===== src/common/rca_pkg.sv =====
// Purpose: shared constants and types for the risc core and its alu
// Assumes: 12-bit instruction words, 8-bit data words
// Notes:   mapped control register offsets live in the data space
package rca_pkg;

  // word widths
  localparam int INSN_W  = 12;
  localparam int DATA_W  = 8;
  localparam int FADDR_W = 5;
  localparam int IP_W_DEF = 10;

  // timing: one instruction cycle is four clock phases
  localparam int CLK_PERIOD_NS      = 100;
  localparam int PHASES_PER_CYCLE   = 4;
  localparam int INSN_CYCLE_FAST_NS = 200;
  localparam int INSN_CYCLE_CLKS    = PHASES_PER_CYCLE;
  localparam int INSN_CYCLE_NS      = INSN_CYCLE_CLKS * CLK_PERIOD_NS;

  // mapped control register offsets in data space
  localparam logic [4:0] ADDR_INDIRECT = 5'h00;
  localparam logic [4:0] ADDR_IP       = 5'h02;
  localparam logic [4:0] ADDR_STATUS   = 5'h03;
  localparam logic [4:0] ADDR_POINTER  = 5'h04;

  // status field positions
  localparam int ST_CARRY  = 0;
  localparam int ST_NIBBLE = 1;
  localparam int ST_ZERO   = 2;

  // reset values
  localparam logic [7:0]  STATUS_RST  = 8'h00;
  localparam logic [7:0]  POINTER_RST = 8'h00;
  localparam logic [7:0]  ACC_RST     = 8'h00;
  localparam logic [11:0] INSN_NOP    = 12'h000;

  // file operation codes, insn[11:6]; d = insn[5], f = insn[4:0]
  localparam logic [5:0] OPF_MOVE_W  = 6'h00;
  localparam logic [5:0] OPF_CLEAR   = 6'h01;
  localparam logic [5:0] OPF_SUB     = 6'h02;
  localparam logic [5:0] OPF_DEC     = 6'h03;
  localparam logic [5:0] OPF_IOR     = 6'h04;
  localparam logic [5:0] OPF_AND     = 6'h05;
  localparam logic [5:0] OPF_XOR     = 6'h06;
  localparam logic [5:0] OPF_ADD     = 6'h07;
  localparam logic [5:0] OPF_MOVF    = 6'h08;
  localparam logic [5:0] OPF_COM     = 6'h09;
  localparam logic [5:0] OPF_INC     = 6'h0A;
  localparam logic [5:0] OPF_RR      = 6'h0C;
  localparam logic [5:0] OPF_RL      = 6'h0D;

  // literal operation codes, insn[11:8]; k = insn[7:0]
  localparam logic [3:0] OPL_MOVLW = 4'hC;
  localparam logic [3:0] OPL_IORLW = 4'hD;
  localparam logic [3:0] OPL_ANDLW = 4'hE;
  localparam logic [3:0] OPL_XORLW = 4'hF;

  // branch code, insn[11:9]; target = insn[8:0]
  localparam logic [2:0] OPB_GOTO = 3'h5;

  typedef enum logic [3:0] {
    ALU_ADD, ALU_SUB, ALU_AND, ALU_IOR, ALU_XOR, ALU_PASS,
    ALU_COM, ALU_INC, ALU_DEC, ALU_RR, ALU_RL, ALU_CLR
  } rca_alu_op_t;

  typedef enum logic [1:0] {
    PHASE_ONE, PHASE_TWO, PHASE_THREE, PHASE_FOUR
  } rca_phase_t;

endpackage : rca_pkg


===== src/core/rca_alu.sv =====
// Purpose: 8-bit alu with carry, nibble carry and zero results
// Assumes: purely combinational, operands from the core
// Notes:   carry reads as "no borrow" after subtraction
`timescale 1ns/1ps
`default_nettype none
module rca_alu
  import rca_pkg::*;
(
  // operation and operands
  input  wire rca_alu_op_t op,
  input  wire logic [7:0]  opnd,
  input  wire logic [7:0]  acc,
  input  wire logic        cin,
  // results
  output logic [7:0]       res,
  output logic             c_out,
  output logic             dc_out,
  output logic             z_out,
  output logic             upd_c,
  output logic             upd_dc,
  output logic             upd_z
);

  logic [8:0] sum9;
  logic [4:0] sum5;

  // two's complement: subtract adds the inverted accumulator plus one
  always_comb
  begin
    sum9   = 9'h000;
    sum5   = 5'h00;
    res    = opnd;
    c_out  = cin;
    dc_out = 1'b0;
    upd_c  = 1'b0;
    upd_dc = 1'b0;
    upd_z  = 1'b1;
    case (op)
      ALU_ADD:
      begin
        sum9   = {1'b0, opnd} + {1'b0, acc};
        sum5   = {1'b0, opnd[3:0]} + {1'b0, acc[3:0]};
        res    = sum9[7:0];
        c_out  = sum9[8];
        dc_out = sum5[4];
        upd_c  = 1'b1;
        upd_dc = 1'b1;
      end
      ALU_SUB:
      begin
        sum9   = {1'b0, opnd} + {1'b0, ~acc} + 9'h001;
        sum5   = {1'b0, opnd[3:0]} + {1'b0, ~acc[3:0]} + 5'h01;
        res    = sum9[7:0];
        c_out  = sum9[8];
        dc_out = sum5[4];
        upd_c  = 1'b1;
        upd_dc = 1'b1;
      end
      ALU_AND:  res = opnd & acc;
      ALU_IOR:  res = opnd | acc;
      ALU_XOR:  res = opnd ^ acc;
      ALU_PASS: res = opnd;
      ALU_COM:  res = ~opnd;
      ALU_INC:  res = opnd + 8'h01;
      ALU_DEC:  res = opnd - 8'h01;
      ALU_CLR:  res = 8'h00;
      ALU_RR:
      begin
        res   = {cin, opnd[7:1]};
        c_out = opnd[0];
        upd_c = 1'b1;
        upd_z = 1'b0;
      end
      ALU_RL:
      begin
        res   = {opnd[6:0], cin};
        c_out = opnd[7];
        upd_c = 1'b1;
        upd_z = 1'b0;
      end
      default: res = opnd;
    endcase
    z_out = (res == 8'h00);
  end

endmodule : rca_alu
`default_nettype wire


===== src/core/rca_core.sv =====
// Purpose: two-stage pipelined 8-bit core with 12-bit instruction fetch
// Assumes: program and data memories answer within two clocks of an address
// Notes:   one instruction cycle is four clocks; goto costs two cycles
`timescale 1ns/1ps
`default_nettype none
module rca_core
  import rca_pkg::*;
#(
  parameter int IP_W = IP_W_DEF
)(
  // clock and reset
  input  wire logic              clk,
  input  wire logic              rst,
  // program memory bus
  output logic [IP_W-1:0]        prog_addr,
  input  wire logic [INSN_W-1:0] prog_data,
  // data memory bus
  output logic [FADDR_W-1:0]     data_addr,
  output logic [DATA_W-1:0]      data_wdata,
  output logic                   data_we,
  input  wire logic [DATA_W-1:0] data_rdata,
  // observation
  output logic [DATA_W-1:0]      acc_value,
  output logic [DATA_W-1:0]      status_value
);

  // goto carries a 9-bit target; the pointer must hold it
  if (IP_W < 9 || IP_W > 12)
  begin : g_chk_ip_w
    $error("rca_core: IP_W must lie in 9..12");
  end

  rca_phase_t          phase_q, phase_d;
  logic [IP_W-1:0]     ip_q, ip_d;
  logic [IP_W-1:0]     paddr_q, paddr_d;
  logic [INSN_W-1:0]   ir_q, ir_d;
  logic [7:0]          acc_q, acc_d;
  logic [7:0]          status_q, status_d;
  logic [7:0]          pointer_q, pointer_d;
  logic [FADDR_W-1:0]  daddr_q, daddr_d;
  logic [7:0]          wdata_q, wdata_d;
  logic                we_q, we_d;
  logic [7:0]          res_q, res_d;
  logic [2:0]          flg_q, flg_d;
  logic [2:0]          upd_q, upd_d;

  // decode results
  logic                is_goto;
  logic                is_lit;
  logic                to_file;
  logic                flags_ok;
  logic                use_file;
  rca_alu_op_t         alu_op;
  logic [5:0]          fop;
  logic [FADDR_W-1:0]  eff_addr;
  logic [7:0]          file_val;
  logic [7:0]          opnd;
  // alu results
  logic [7:0]          alu_res;
  logic                alu_c;
  logic                alu_dc;
  logic                alu_z;
  logic                alu_uc;
  logic                alu_udc;
  logic                alu_uz;

  // instruction decode of the word held in the instruction register
  always_comb
  begin
    fop      = ir_q[11:6];
    is_goto  = (ir_q[11:9] == OPB_GOTO);
    is_lit   = (ir_q[11:10] == 2'b11);
    to_file  = 1'b0;
    flags_ok = 1'b1;
    use_file = 1'b1;
    alu_op   = ALU_PASS;
    if (is_lit)
    begin
      use_file = 1'b0;
      case (ir_q[11:8])
        OPL_MOVLW:
        begin
          alu_op   = ALU_PASS;
          flags_ok = 1'b0;
        end
        OPL_IORLW: alu_op = ALU_IOR;
        OPL_ANDLW: alu_op = ALU_AND;
        OPL_XORLW: alu_op = ALU_XOR;
        default:   alu_op = ALU_PASS;
      endcase
    end
    else if (is_goto || ir_q[11:10] == 2'b10)
    begin
      // branch and unused codes change no data
      flags_ok = 1'b0;
    end
    else
    begin
      // single operand: result to accumulator or file
      to_file = ir_q[5];
      case (fop)
        OPF_MOVE_W:
        begin
          // movwf when d=1, no-op otherwise
          alu_op   = ALU_PASS;
          use_file = 1'b0;
          flags_ok = 1'b0;
        end
        OPF_CLEAR: alu_op = ALU_CLR;
        OPF_SUB:   alu_op = ALU_SUB;
        OPF_DEC:   alu_op = ALU_DEC;
        OPF_IOR:   alu_op = ALU_IOR;
        OPF_AND:   alu_op = ALU_AND;
        OPF_XOR:   alu_op = ALU_XOR;
        OPF_ADD:   alu_op = ALU_ADD;
        OPF_MOVF:  alu_op = ALU_PASS;
        OPF_COM:   alu_op = ALU_COM;
        OPF_INC:   alu_op = ALU_INC;
        OPF_RR:    alu_op = ALU_RR;
        OPF_RL:    alu_op = ALU_RL;
        default:
        begin
          alu_op   = ALU_PASS;
          to_file  = 1'b0;
          flags_ok = 1'b0;
          use_file = 1'b0;
        end
      endcase
    end
  end

  // file 0 reaches memory through the pointer register
  assign eff_addr = (ir_q[4:0] == ADDR_INDIRECT) ? pointer_q[FADDR_W-1:0] : ir_q[4:0];

  // mapped control registers answer from the core, rest from memory
  always_comb
  begin
    case (daddr_q)
      ADDR_INDIRECT: file_val = 8'h00; // pointer aimed at file 0 reads zero
      ADDR_IP:       file_val = ip_q[7:0];
      ADDR_STATUS:   file_val = status_q;
      ADDR_POINTER:  file_val = pointer_q;
      default:       file_val = data_rdata;
    endcase
  end

  // accumulator is core-private, movwf passes it as the operand
  assign opnd = use_file ? file_val : (is_lit ? ir_q[7:0] : acc_q);

  rca_alu u_alu (
    .op     (alu_op),
    .opnd   (opnd),
    .acc    (acc_q),
    .cin    (status_q[ST_CARRY]),
    .res    (alu_res),
    .c_out  (alu_c),
    .dc_out (alu_dc),
    .z_out  (alu_z),
    .upd_c  (alu_uc),
    .upd_dc (alu_udc),
    .upd_z  (alu_uz)
  );

  // phase sequencer, fetch and execute next values
  always_comb
  begin
    phase_d   = phase_q;
    ip_d      = ip_q;
    paddr_d   = paddr_q;
    ir_d      = ir_q;
    acc_d     = acc_q;
    status_d  = status_q;
    pointer_d = pointer_q;
    daddr_d   = daddr_q;
    wdata_d   = wdata_q;
    we_d      = 1'b0; // write strobe lasts one clock only
    res_d     = res_q;
    flg_d     = flg_q;
    upd_d     = upd_q;
    // four phases make one instruction cycle
    case (phase_q)
      PHASE_ONE:
      begin
        phase_d = PHASE_TWO;
        // pointer advances, fetch address goes out
        paddr_d = ip_q;
        ip_d    = ip_q + {{(IP_W-1){1'b0}}, 1'b1};
        // data address on its own bus
        daddr_d = eff_addr;
      end
      PHASE_TWO:
      begin
        phase_d = PHASE_THREE;
      end
      PHASE_THREE:
      begin
        phase_d = PHASE_FOUR;
        // alu result captured once operands settled
        res_d = alu_res;
        upd_d = flags_ok ? {alu_uz, alu_udc, alu_uc} : 3'b000;
        // zero flag from full 8-bit result
        // nibble flag from bit 3 carry
        // subtraction flags hold the no-borrow sense
        flg_d = {alu_z, alu_dc, alu_c};
      end
      PHASE_FOUR:
      begin
        phase_d = PHASE_ONE;
        // next 12-bit word enters the instruction register
        // fetched while the current word finished executing
        ir_d = prog_data;
        if (to_file)
        begin
          case (daddr_q)
            ADDR_IP:
            begin
              // writing the pointer branches, flush costs a cycle
              ip_d = {ip_q[IP_W-1:8], res_q};
              ir_d = INSN_NOP;
            end
            ADDR_STATUS:  status_d = res_q;
            ADDR_POINTER: pointer_d = res_q;
            ADDR_INDIRECT: ;
            default:
            begin
              we_d    = 1'b1;
              wdata_d = res_q;
            end
          endcase
        end
        // branch and unused 10xx codes leave the accumulator alone
        else if (ir_q[11:10] != 2'b10 && (is_lit || fop != OPF_MOVE_W))
        begin
          acc_d = res_q;
        end
        if (ir_q[11:5] == {OPF_MOVE_W, 1'b0})
        begin
          acc_d = acc_q; // plain no-op keeps accumulator
        end
        // goto discards the prefetched word, two cycles total
        if (is_goto)
        begin
          ip_d = {{(IP_W-9){1'b0}}, ir_q[8:0]};
          ir_d = INSN_NOP;
        end
        // flag updates land after any status write
        if (upd_q[0])
        begin
          status_d[ST_CARRY] = flg_q[0];
        end
        if (upd_q[1])
        begin
          status_d[ST_NIBBLE] = flg_q[1];
        end
        if (upd_q[2])
        begin
          status_d[ST_ZERO] = flg_q[2];
        end
      end
      default: phase_d = PHASE_ONE;
    endcase
  end

  // state registers
  always_ff @(posedge clk)
  begin
    if (rst)
    begin
      phase_q   <= PHASE_ONE;
      ip_q      <= '0;
      paddr_q   <= '0;
      ir_q      <= INSN_NOP;
      acc_q     <= ACC_RST;
      status_q  <= STATUS_RST;
      pointer_q <= POINTER_RST;
      daddr_q   <= '0;
      wdata_q   <= 8'h00;
      we_q      <= 1'b0;
      res_q     <= 8'h00;
      flg_q     <= 3'b000;
      upd_q     <= 3'b000;
    end
    else
    begin
      phase_q   <= phase_d;
      ip_q      <= ip_d;
      paddr_q   <= paddr_d;
      ir_q      <= ir_d;
      acc_q     <= acc_d;
      status_q  <= status_d;
      pointer_q <= pointer_d;
      daddr_q   <= daddr_d;
      wdata_q   <= wdata_d;
      we_q      <= we_d;
      res_q     <= res_d;
      flg_q     <= flg_d;
      upd_q     <= upd_d;
    end
  end

  // outputs straight from registers
  assign prog_addr    = paddr_q;
  assign data_addr    = daddr_q;
  assign data_wdata   = wdata_q;
  assign data_we      = we_q;
  assign acc_value    = acc_q;
  assign status_value = status_q;

endmodule : rca_core
`default_nettype wire


===== config.mk =====
export PLATFORM = sky130hd
export DESIGN_NAME = rca_core
export DESIGN_NICKNAME = d
export VERILOG_FILES = /design/src/common/rca_pkg.sv /design/src/core/rca_alu.sv /design/src/core/rca_core.sv
export SDC_FILE = /design/constraint.sdc
export NUM_CORES = 1
export LEC_CHECK = 0
export ABC_AREA = 1
export ABC_CLOCK_PERIOD_IN_PS = 10180
export BUFFER_PORTS_ARGS = -buffer_cell sky130_fd_sc_hd__buf_2
export CORE_ASPECT_RATIO = 1.5
export CORE_UTILIZATION = 30
export CTS_CLUSTER_SIZE = 24
export DETAILED_ROUTE_END_ITERATION = 8
export PLACE_DENSITY = 0.48
export SLEW_MARGIN = 40
export SYNTH_ARGS = -nofsm -noshare
export SYNTH_HDL_FRONTEND = slang
export SYNTH_HIERARCHICAL = 1
export SYNTH_SLANG_ARGS = --single-unit

===== constraint.sdc =====
create_clock -name clk -period 10.18 [get_ports clk]
set_input_delay 1.527 -clock clk [delete_from_list [all_inputs] [get_ports clk]]
set_output_delay 1.527 -clock clk [all_outputs]
set_load 0.005 [all_outputs]

==> results of run 1 <==
placed cells by master (no fill, tap or decap), types with 4 or more instances in the layout:
cell	instances
a21oi_1	101
nand4_1	11
clkinv_1	5
a21oi_2	4
nand2_2	25
buf_2	60
buf_4	8
o21ai_1	4
clkbuf_16	9
a31oi_1	8
nor2_1	97
ha_1	29
nand3_1	79
nor2_4	7
dfxtp_1	86
nand2_1	216
nor2_2	5
nand3b_1	5
nor3_1	8
inv_2	7
inv_1	104
o2111ai_1	10
o22ai_1	10
o21ai_0	75
power by group:
group / switching, mW / internal, mW / total [mW]
Clock: 0.146 / 0.173 / 0.320
Sequential: 0.0645 / 0.394 / 0.458
Combinational: 0.436 / 0.200 / 0.636
worst max-delay path: cells and delay by family (launching register included):
kind | cells | cell delay (ns)
xor gates and xnor gates | 1 | 0.18
adders and majority gates | 1 | 0.47
buffers and inverters | 3 | 0.49
DFF | 1 | 0.52
and+or+nand+nor | 12 | 1.61
AOI/OAI and AO/OA | 4 | 1.35
metrics by stage:
step           worst slack, ns  cells
6_report                  5.41   1274
5_1_grt                   5.00   1274
4_1_cts                   5.47   1274
3_5_place_dp              5.47   1258
3_3_place_gp              5.43   1258
2_1_floorplan             6.23    964
synth_stat cells (2+ instances only):
library cell / number
inv_1: 104
nand3_1: 79
o21bai_1: 2
buf_2: 6
nand2_2: 25
nand2_1: 216
dfxtp_1: 86
ha_1: 30
nor3_1: 8
a21oi_1: 101
inv_2: 7
a21oi_2: 4
o22ai_1: 10
buf_4: 2
o221ai_1: 2
nand2_4: 3
buf_6: 5
o2111ai_1: 10
a41oi_1: 3
nand3b_1: 5
o21ai_0: 75
clkinv_1: 5
nand3_2: 3
nor2_2: 5
o211ai_1: 2
or2_2: 2
a31oi_1: 8
fa_1: 2
nor2_1: 97
nand4_1: 11
nand4_2: 2
nor2_4: 7
clkbuf_1: 20
o21ai_1: 4
xor2_1: 3
cell families (layout without fill, tap and decap cells):
family / Yosys count / after routing / synth area share
and+or+nand+nor: 465 / 465 / 0.342
xor gates and xnor gates: 3 / 3 / 0.00425
buffers and inverters: 151 / 201 / 0.103
adders and majority gates: 32 / 32 / 0.0672
AOI/OAI and AO/OA: 227 / 227 / 0.205
DFF: 86 / 86 / 0.279
metal layers:
metal  part of all wire  GRT usage
met4              0.048      0.118
met1               0.40      0.237
met2               0.52      0.401
met5                  0          0
met3              0.030     0.0215
final timing paths:
path | startpoint | to | slack (ns) | cells past startpoint
worst max-delay path | ir_q[8] | res_q[5] | 5.41 | 21
worst min-delay path | data_wdata[6] | data_wdata[6] | 0.46 | 2
worst max register to register | ir_q[8] | res_q[5] | 5.41 | 21
worst min register to register | data_wdata[6] | data_wdata[6] | 0.46 | 2
cell type report:
| class | instances | area share |
|---|---|---|
| Clock inverter | 6 | 0.00648 |
| Multi-Input combinational cell | 727 | 0.550 |
| Timing Repair Buffer | 68 | 0.0518 |
| Tap cell | 260 | 0.0468 |
| Clock buffer | 10 | 0.0344 |
| Inverter | 117 | 0.0635 |
| Sequential cell | 86 | 0.248 |
sequential cells by signal (all words and copies together), names as in the netlist:
register,cells
data_wdata,8
flg_q,3
ir_q,12
phase_q,2
ip_q,10
pointer_q,8
res_q,8
status_value,8
upd_q,3
prog_addr,10
data_we,1
data_addr,5
acc_value,8
==> summary.md, run 1 <==
| Metric | Value |
|---|---|
| Die area | 21200 um2 |
| Arr. time, crit path | 4.97 ns |
| Routed wire per std cell | 17.7 um |
| Main flop type after synthesis | dfxtp_1 |
| Largest net degree at the start of global routing | 46 |
| Vias per inst | 5.14 |
| CTS Hold Bufs | 0 |
| LEAKAGE | 2.97 nW |
| CTS tree | done |
| Synthesis-to-finish area growth | 12.6% |
| First-pass GRT wire length | 35200 um |
| Drt pass-1 iters | 5 |
| Cell area after placement | 6670 um2 |
| Register Area | 1720 um2 |
| Kind of critical path | register to register |
| Slowest CP cell | o21ai_0 |
| Post-synth EDFFs | 0 |
| Die height | 178 um |
| Data required time of the worst path | 10.38 ns |
| Hold WC Path Type | register to register |
| Initial Util | 0.310 |
| Max capacitance violation total | 0 |
| Worst slew margin | 0.418 |
| Crit-path cells | clkinv_1 -> nand2_1 -> nor2_2 -> nand2_2 -> nand4_1 -> nor2_1 -> nand2_1 -> o21ai_0 -> inv_1 -> ha_1 -> nor2_1 -> nand3_1 -> o21ai_0 -> xor2_1 -> nor2_1 -> nor2_1 -> nand2_1 -> nand2_1 -> inv_1 -> o21ai_0 -> a21oi_1 |
| Max H-tree Level | 3 |
| Overall routing resource usage | 0.215 |
| Core Util, Final | 0.349 |
| Die width | 119 um |
| Clk sinks | 86 |
| Via count | 6550 |
| Worst Tran Pin Value | 0.863 ns |
| Drt drc | 0 |
| Synthesized flop and latch total | 86 |
| Io pins | 62 |
| Cell Rows | 63 |
| Antenna Nets Post-Route | 0 |
| Worst hold slack | 0.460 ns |
| Final Hold Fails | 0 |
| RSZ-0062 raised after global routing | false |
| Post-Syn Instances | 964 |
| Netlist cell types | 45 |
| Final setup vio count | 0 |
| Max Clk Rate | 210 MHz |
| Crit. End Element | register |
| Syn Nets | 1018 |
| Setup Skew | 0.00796 ns |
| Setup TNS | 0 ns |
| Syn Std Cell Area | 6180 um2 |
| Detailed placement HPWL | 17600 um |
| Final Critical Period | 4.77 ns |
| Multi-input gate area | 3820 um2 |
| Total Wirelength | 22500 um |
| Root Driver | clkbuf_16 |
| Clock transition at the registers of the reported paths | 0.07 ns |
| Synth async-reset ratio | 0 |
| P per Cell Area | 203 nW/um2 |
| Initial DRC Count | 444 |
| Seq/Total Area, Yosys | 0.279 |
| Fin. max-slew vios | 0 |
| GRT Residual Overflow | 0 |
| Fillcell total | 2200 |
| Gpl congestion | 0.902 |
| Critical Path Fanout Max | 16 |
| Vias in the first global route | 6360 |
| Worst-Skew Late Latency | 0.34 ns |
| Status | completed |
| Max clock buf depth | 2 |
| Post-CTS Setup Inserts | 0 |
| Fin area | 6960 um2 |
| Area contributors post-synth | dfxtp_1 (28%), nand2_1 (13%), a21oi_1 (8.2%), nand3_1 (6.4%), inv_1 (6.3%) |
| CP peak stage delay | 0.79 ns |
| Largest area contributor in the synthesized netlist | dfxtp_1 |
| Port Buffers | 61 |
| Share of the clock period used by the worst path | 0.469 |
| Ys Warns | 6 |
| Inserted Clock Buffers | 9 |
| Antenna cell count | 0 |
| Crit path launch type | register |
| Fin nets | 1063 |
| Overall power | 1.41 mW |
| Share of cells above drive strength 1 | 0.145 |
| Post-synth top area share | 0.279 |
| Core Region | 19900 um2 |
| Post-CTS Resized | 0 |
| Initial antenna violation count | 0 |
| Avg Synthesized Cell Area | 6.41 um2 |
| VDD IR-drop max | 0.110 mV |
(Power assumes the default switching activity.)
==> run 2, diff against run 1 <==
--- a/config.mk
+++ b/config.mk
@@ -6,7 +6,7 @@
 export NUM_CORES = 1
 export LEC_CHECK = 0
 export ABC_AREA = 1
-export ABC_CLOCK_PERIOD_IN_PS = 10180
+export ABC_CLOCK_PERIOD_IN_PS = 4700
 export BUFFER_PORTS_ARGS = -buffer_cell sky130_fd_sc_hd__buf_2
 export CORE_ASPECT_RATIO = 1.5
 export CORE_UTILIZATION = 30
==> constraint.sdc (replaced) <==
create_clock -name clk -period 4.7 [get_ports clk]
set_input_delay 0.705 -clock clk [delete_from_list [all_inputs] [get_ports clk]]
set_output_delay 0.705 -clock clk [all_outputs]
set_load 0.005 [all_outputs]
==> run 2 against run 1 <==
Design area up 1.3%. Total power up 120%. Sequential power up 120%. Sequential cell count unchanged. Register-to-register slack worse by 5.0 ns. Critical path depth down 4. Clock skew about the same. Via count down 0.17%. Cell count up 0.78%. Global-route usage up 0.45 points. Largest cell class unchanged. Largest power group unchanged.
==> summary.md, run 2 (synthesis gave the netlist of run 1 again) <==
| Metric | Value |
|---|---|
| Port Buffers | 61 (unchanged) |
| VDD IR-drop max | 0.303 mV (+180%) |
| CTS tree | done |
| Drt drc | 0 (unchanged) |
| Worst Hold Depth | 2 (unchanged) |
| Detailed placement HPWL | 18100 um (+2.6%) |
| Arr. time, crit path | 4.50 ns (-0.47 ns) |
| CP peak stage delay | 0.58 ns (-0.21 ns) |
| Worst Hold Path EP | pointer_q[5] |
| Fin area | 7050 um2 (+1.3%) |
| Cell Rows | 63 (unchanged) |
| Max H-tree Level | 3 (unchanged) |
| Final Hold Fails | 0 (unchanged) |
| Final Critical Period | 4.30 ns (-0.475 ns) |
| Clock transition at the registers of the reported paths | 0.07 ns (about the same) |
| Setup Skew | 0.00800 ns (+0.0000375 ns) |
| Worst slew margin | 0.508 (+0.0897) |
| Fin nets | 1073 (+0.94%) |
| R2R Setup Slk | 0.40 ns (-5.00 ns) |
| Clk sinks | 86 (unchanged) |
| Drt pass-1 iters | 5 (unchanged) |
| Worst Reg-to-Reg Cells | 17 (-19%) |
| Core Region | 19900 um2 (unchanged) |
| Setup TNS | 0 ns (unchanged) |
| Io pins | 62 (unchanged) |
| Commonest non-fill, non-tap cell in the layout | nand2_1 |
| Data required time of the worst path | 4.90 ns (-5.48 ns) |
| Crit-path cells | clkinv_1 -> nand2_1 -> nor2_2 -> nand2_2 -> nand4_1 -> nor2_1 -> nand2_1 -> buf_4 -> o21ai_0 -> inv_1 -> ha_1 -> inv_1 -> o22ai_1 -> a2111oi_0 -> nand4_2 -> o21ai_0 -> a21oi_1 |
| Max clock buf depth | 2 (unchanged) |
| Inserted Clock Buffers | 9 (unchanged) |
| Largest net degree at the start of global routing | 42 (-8.7%) |
| Share of cells above drive strength 1 | 0.153 (+0.00835) |
| LEAKAGE | 3.03 nW (+2.0%) |
| Hold WC Path Type | register to register |
| First-pass GRT wire length | 35500 um (+0.82%) |
| Max reg flops | 12 (unchanged) |
| Die area | 21200 um2 (unchanged) |
| Max capacitance violation total | 0 (unchanged) |
| Antenna Nets Post-Route | 0 (unchanged) |
| Die width | 119 um (unchanged) |
| Root Driver | clkbuf_16 |
| Fin. max-slew vios | 0 (unchanged) |
| Worst hold slack | 0.464 ns (+0.00465 ns) |
| CTS Hold Bufs | 0 (unchanged) |
| Vias per inst | 5.09 (-0.95%) |
| Gpl congestion | 0.914 (+1.3%) |
| Share of the clock period used by the worst path | 0.914 (+0.445) |
| Crit. End Element | register |
| Synthesis-to-finish area growth | 14.1% |
| Overall routing resource usage | 0.220 (+0.00450) |
| Post-CTS Resized | 0 (unchanged) |
| Initial Util | 0.310 (unchanged) |
| Cell area after placement | 6740 um2 (+1.1%) |
| Initial antenna violation count | 0 (unchanged) |
| Crit path launch type | register |
| Post-CTS Setup Inserts | 0 (unchanged) |
| Commonest non-fill, non-tap cells in the layout | nand2_1 (216), inv_1 (104), a21oi_1 (101) |
| Via count | 6539 (-0.17%) |
| Hold Startpoint | pointer_q[5] |
| Slowest CP cell | o21ai_0 |
| Worst-Skew Late Latency | 0.35 ns (about the same) |
| Vias in the first global route | 6327 (-0.52%) |
| Die height | 178 um (unchanged) |
| Most flop-heavy register | ir_q |
| Max Clk Rate | 233 MHz (+11%) |
| Critical Path Fanout Max | 10 (-6) |
| R2R Path End | res_q[7] |
| RSZ-0062 raised after global routing | false |
| Crit Reg-Reg Startpoint | ir_q[8] |
| Kind of critical path | register to register |
| Initial DRC Count | 412 (-7.2%) |
| Status | completed |
| Worst Tran Pin Value | 0.730 ns (-0.133 ns) |
| Antenna cell count | 0 (unchanged) |
| Total Wirelength | 22800 um (+1.1%) |
| GRT Residual Overflow | 0 (unchanged) |
| P per Cell Area | 446 nW/um2 (+120%) |
| Routed wire per std cell | 17.7 um (+0.35%) |
| Final setup vio count | 0 (unchanged) |
## run 2: metal layers
layer,vias up,global-route usage,wire [um]
li1,3290,-,-
met4,0,0.0949,773
met1,3041,0.238,9010
met5,-,0,0
met2,168,0.426,12300
met3,40,0.0215,744
## run 2: power breakdown
part           internal [mW]  switching, mW  leakage [nW]  total, mW
Clock                  0.416          0.315         0.139      0.731
Combinational          0.455          0.966          2.19       1.42
Sequential             0.853          0.137         0.700      0.990
## run 2: worst max path at each step
stage | from | slack (ns) | end | depth (start not counted)
after floorplan | ir_q[6] | 0.88 | res_q[5] | 25
after global placement | ir_q[8] | 0.20 | res_q[5] | 22
after detailed placement | ir_q[8] | 0.20 | res_q[5] | 22
after CTS | ir_q[8] | 0.15 | res_q[5] | 22
after global routing | ir_q[8] | 0.02 | flg_q[2] | 18
final | ir_q[8] | 0.40 | res_q[7] | 17
## run 2: cell type report
cell class | count | area (um2)
Clock buffer | 10 | 229
Tap cell | 260 | 325
Inverter | 117 | 442
Clock inverter | 6 | 71.3
Multi-Input combinational cell | 727 | 3830
Sequential cell | 86 | 1720
Fill cell | 2174 | 12900
Timing Repair Buffer | 78 | 433
## run 2: per-stage QoR
| step | utilization | setup slack [ns] | instances | power [mW] |
|---|---|---|---|---|
| after floorplan | - | 0.882 | 964 | 1.95 |
| after global placement | 0.338 | 0.197 | 1268 | 2.43 |
| after detailed placement | 0.338 | 0.204 | 1268 | 2.41 |
| after CTS | 0.353 | 0.152 | 1284 | 3.15 |
| after global routing | 0.353 | 0.0164 | 1284 | 3.37 |
| final | 0.353 | 0.404 | 1284 | 3.14 |
## run 2: worst max-delay path: cells and delay by family (launching register included)
kind	cells	cell delay (ns)
flops	1	0.51
buf+inv	4	0.78
fa+ha+maj	1	0.42
simple gates	7	1.00
compound gates	5	1.43
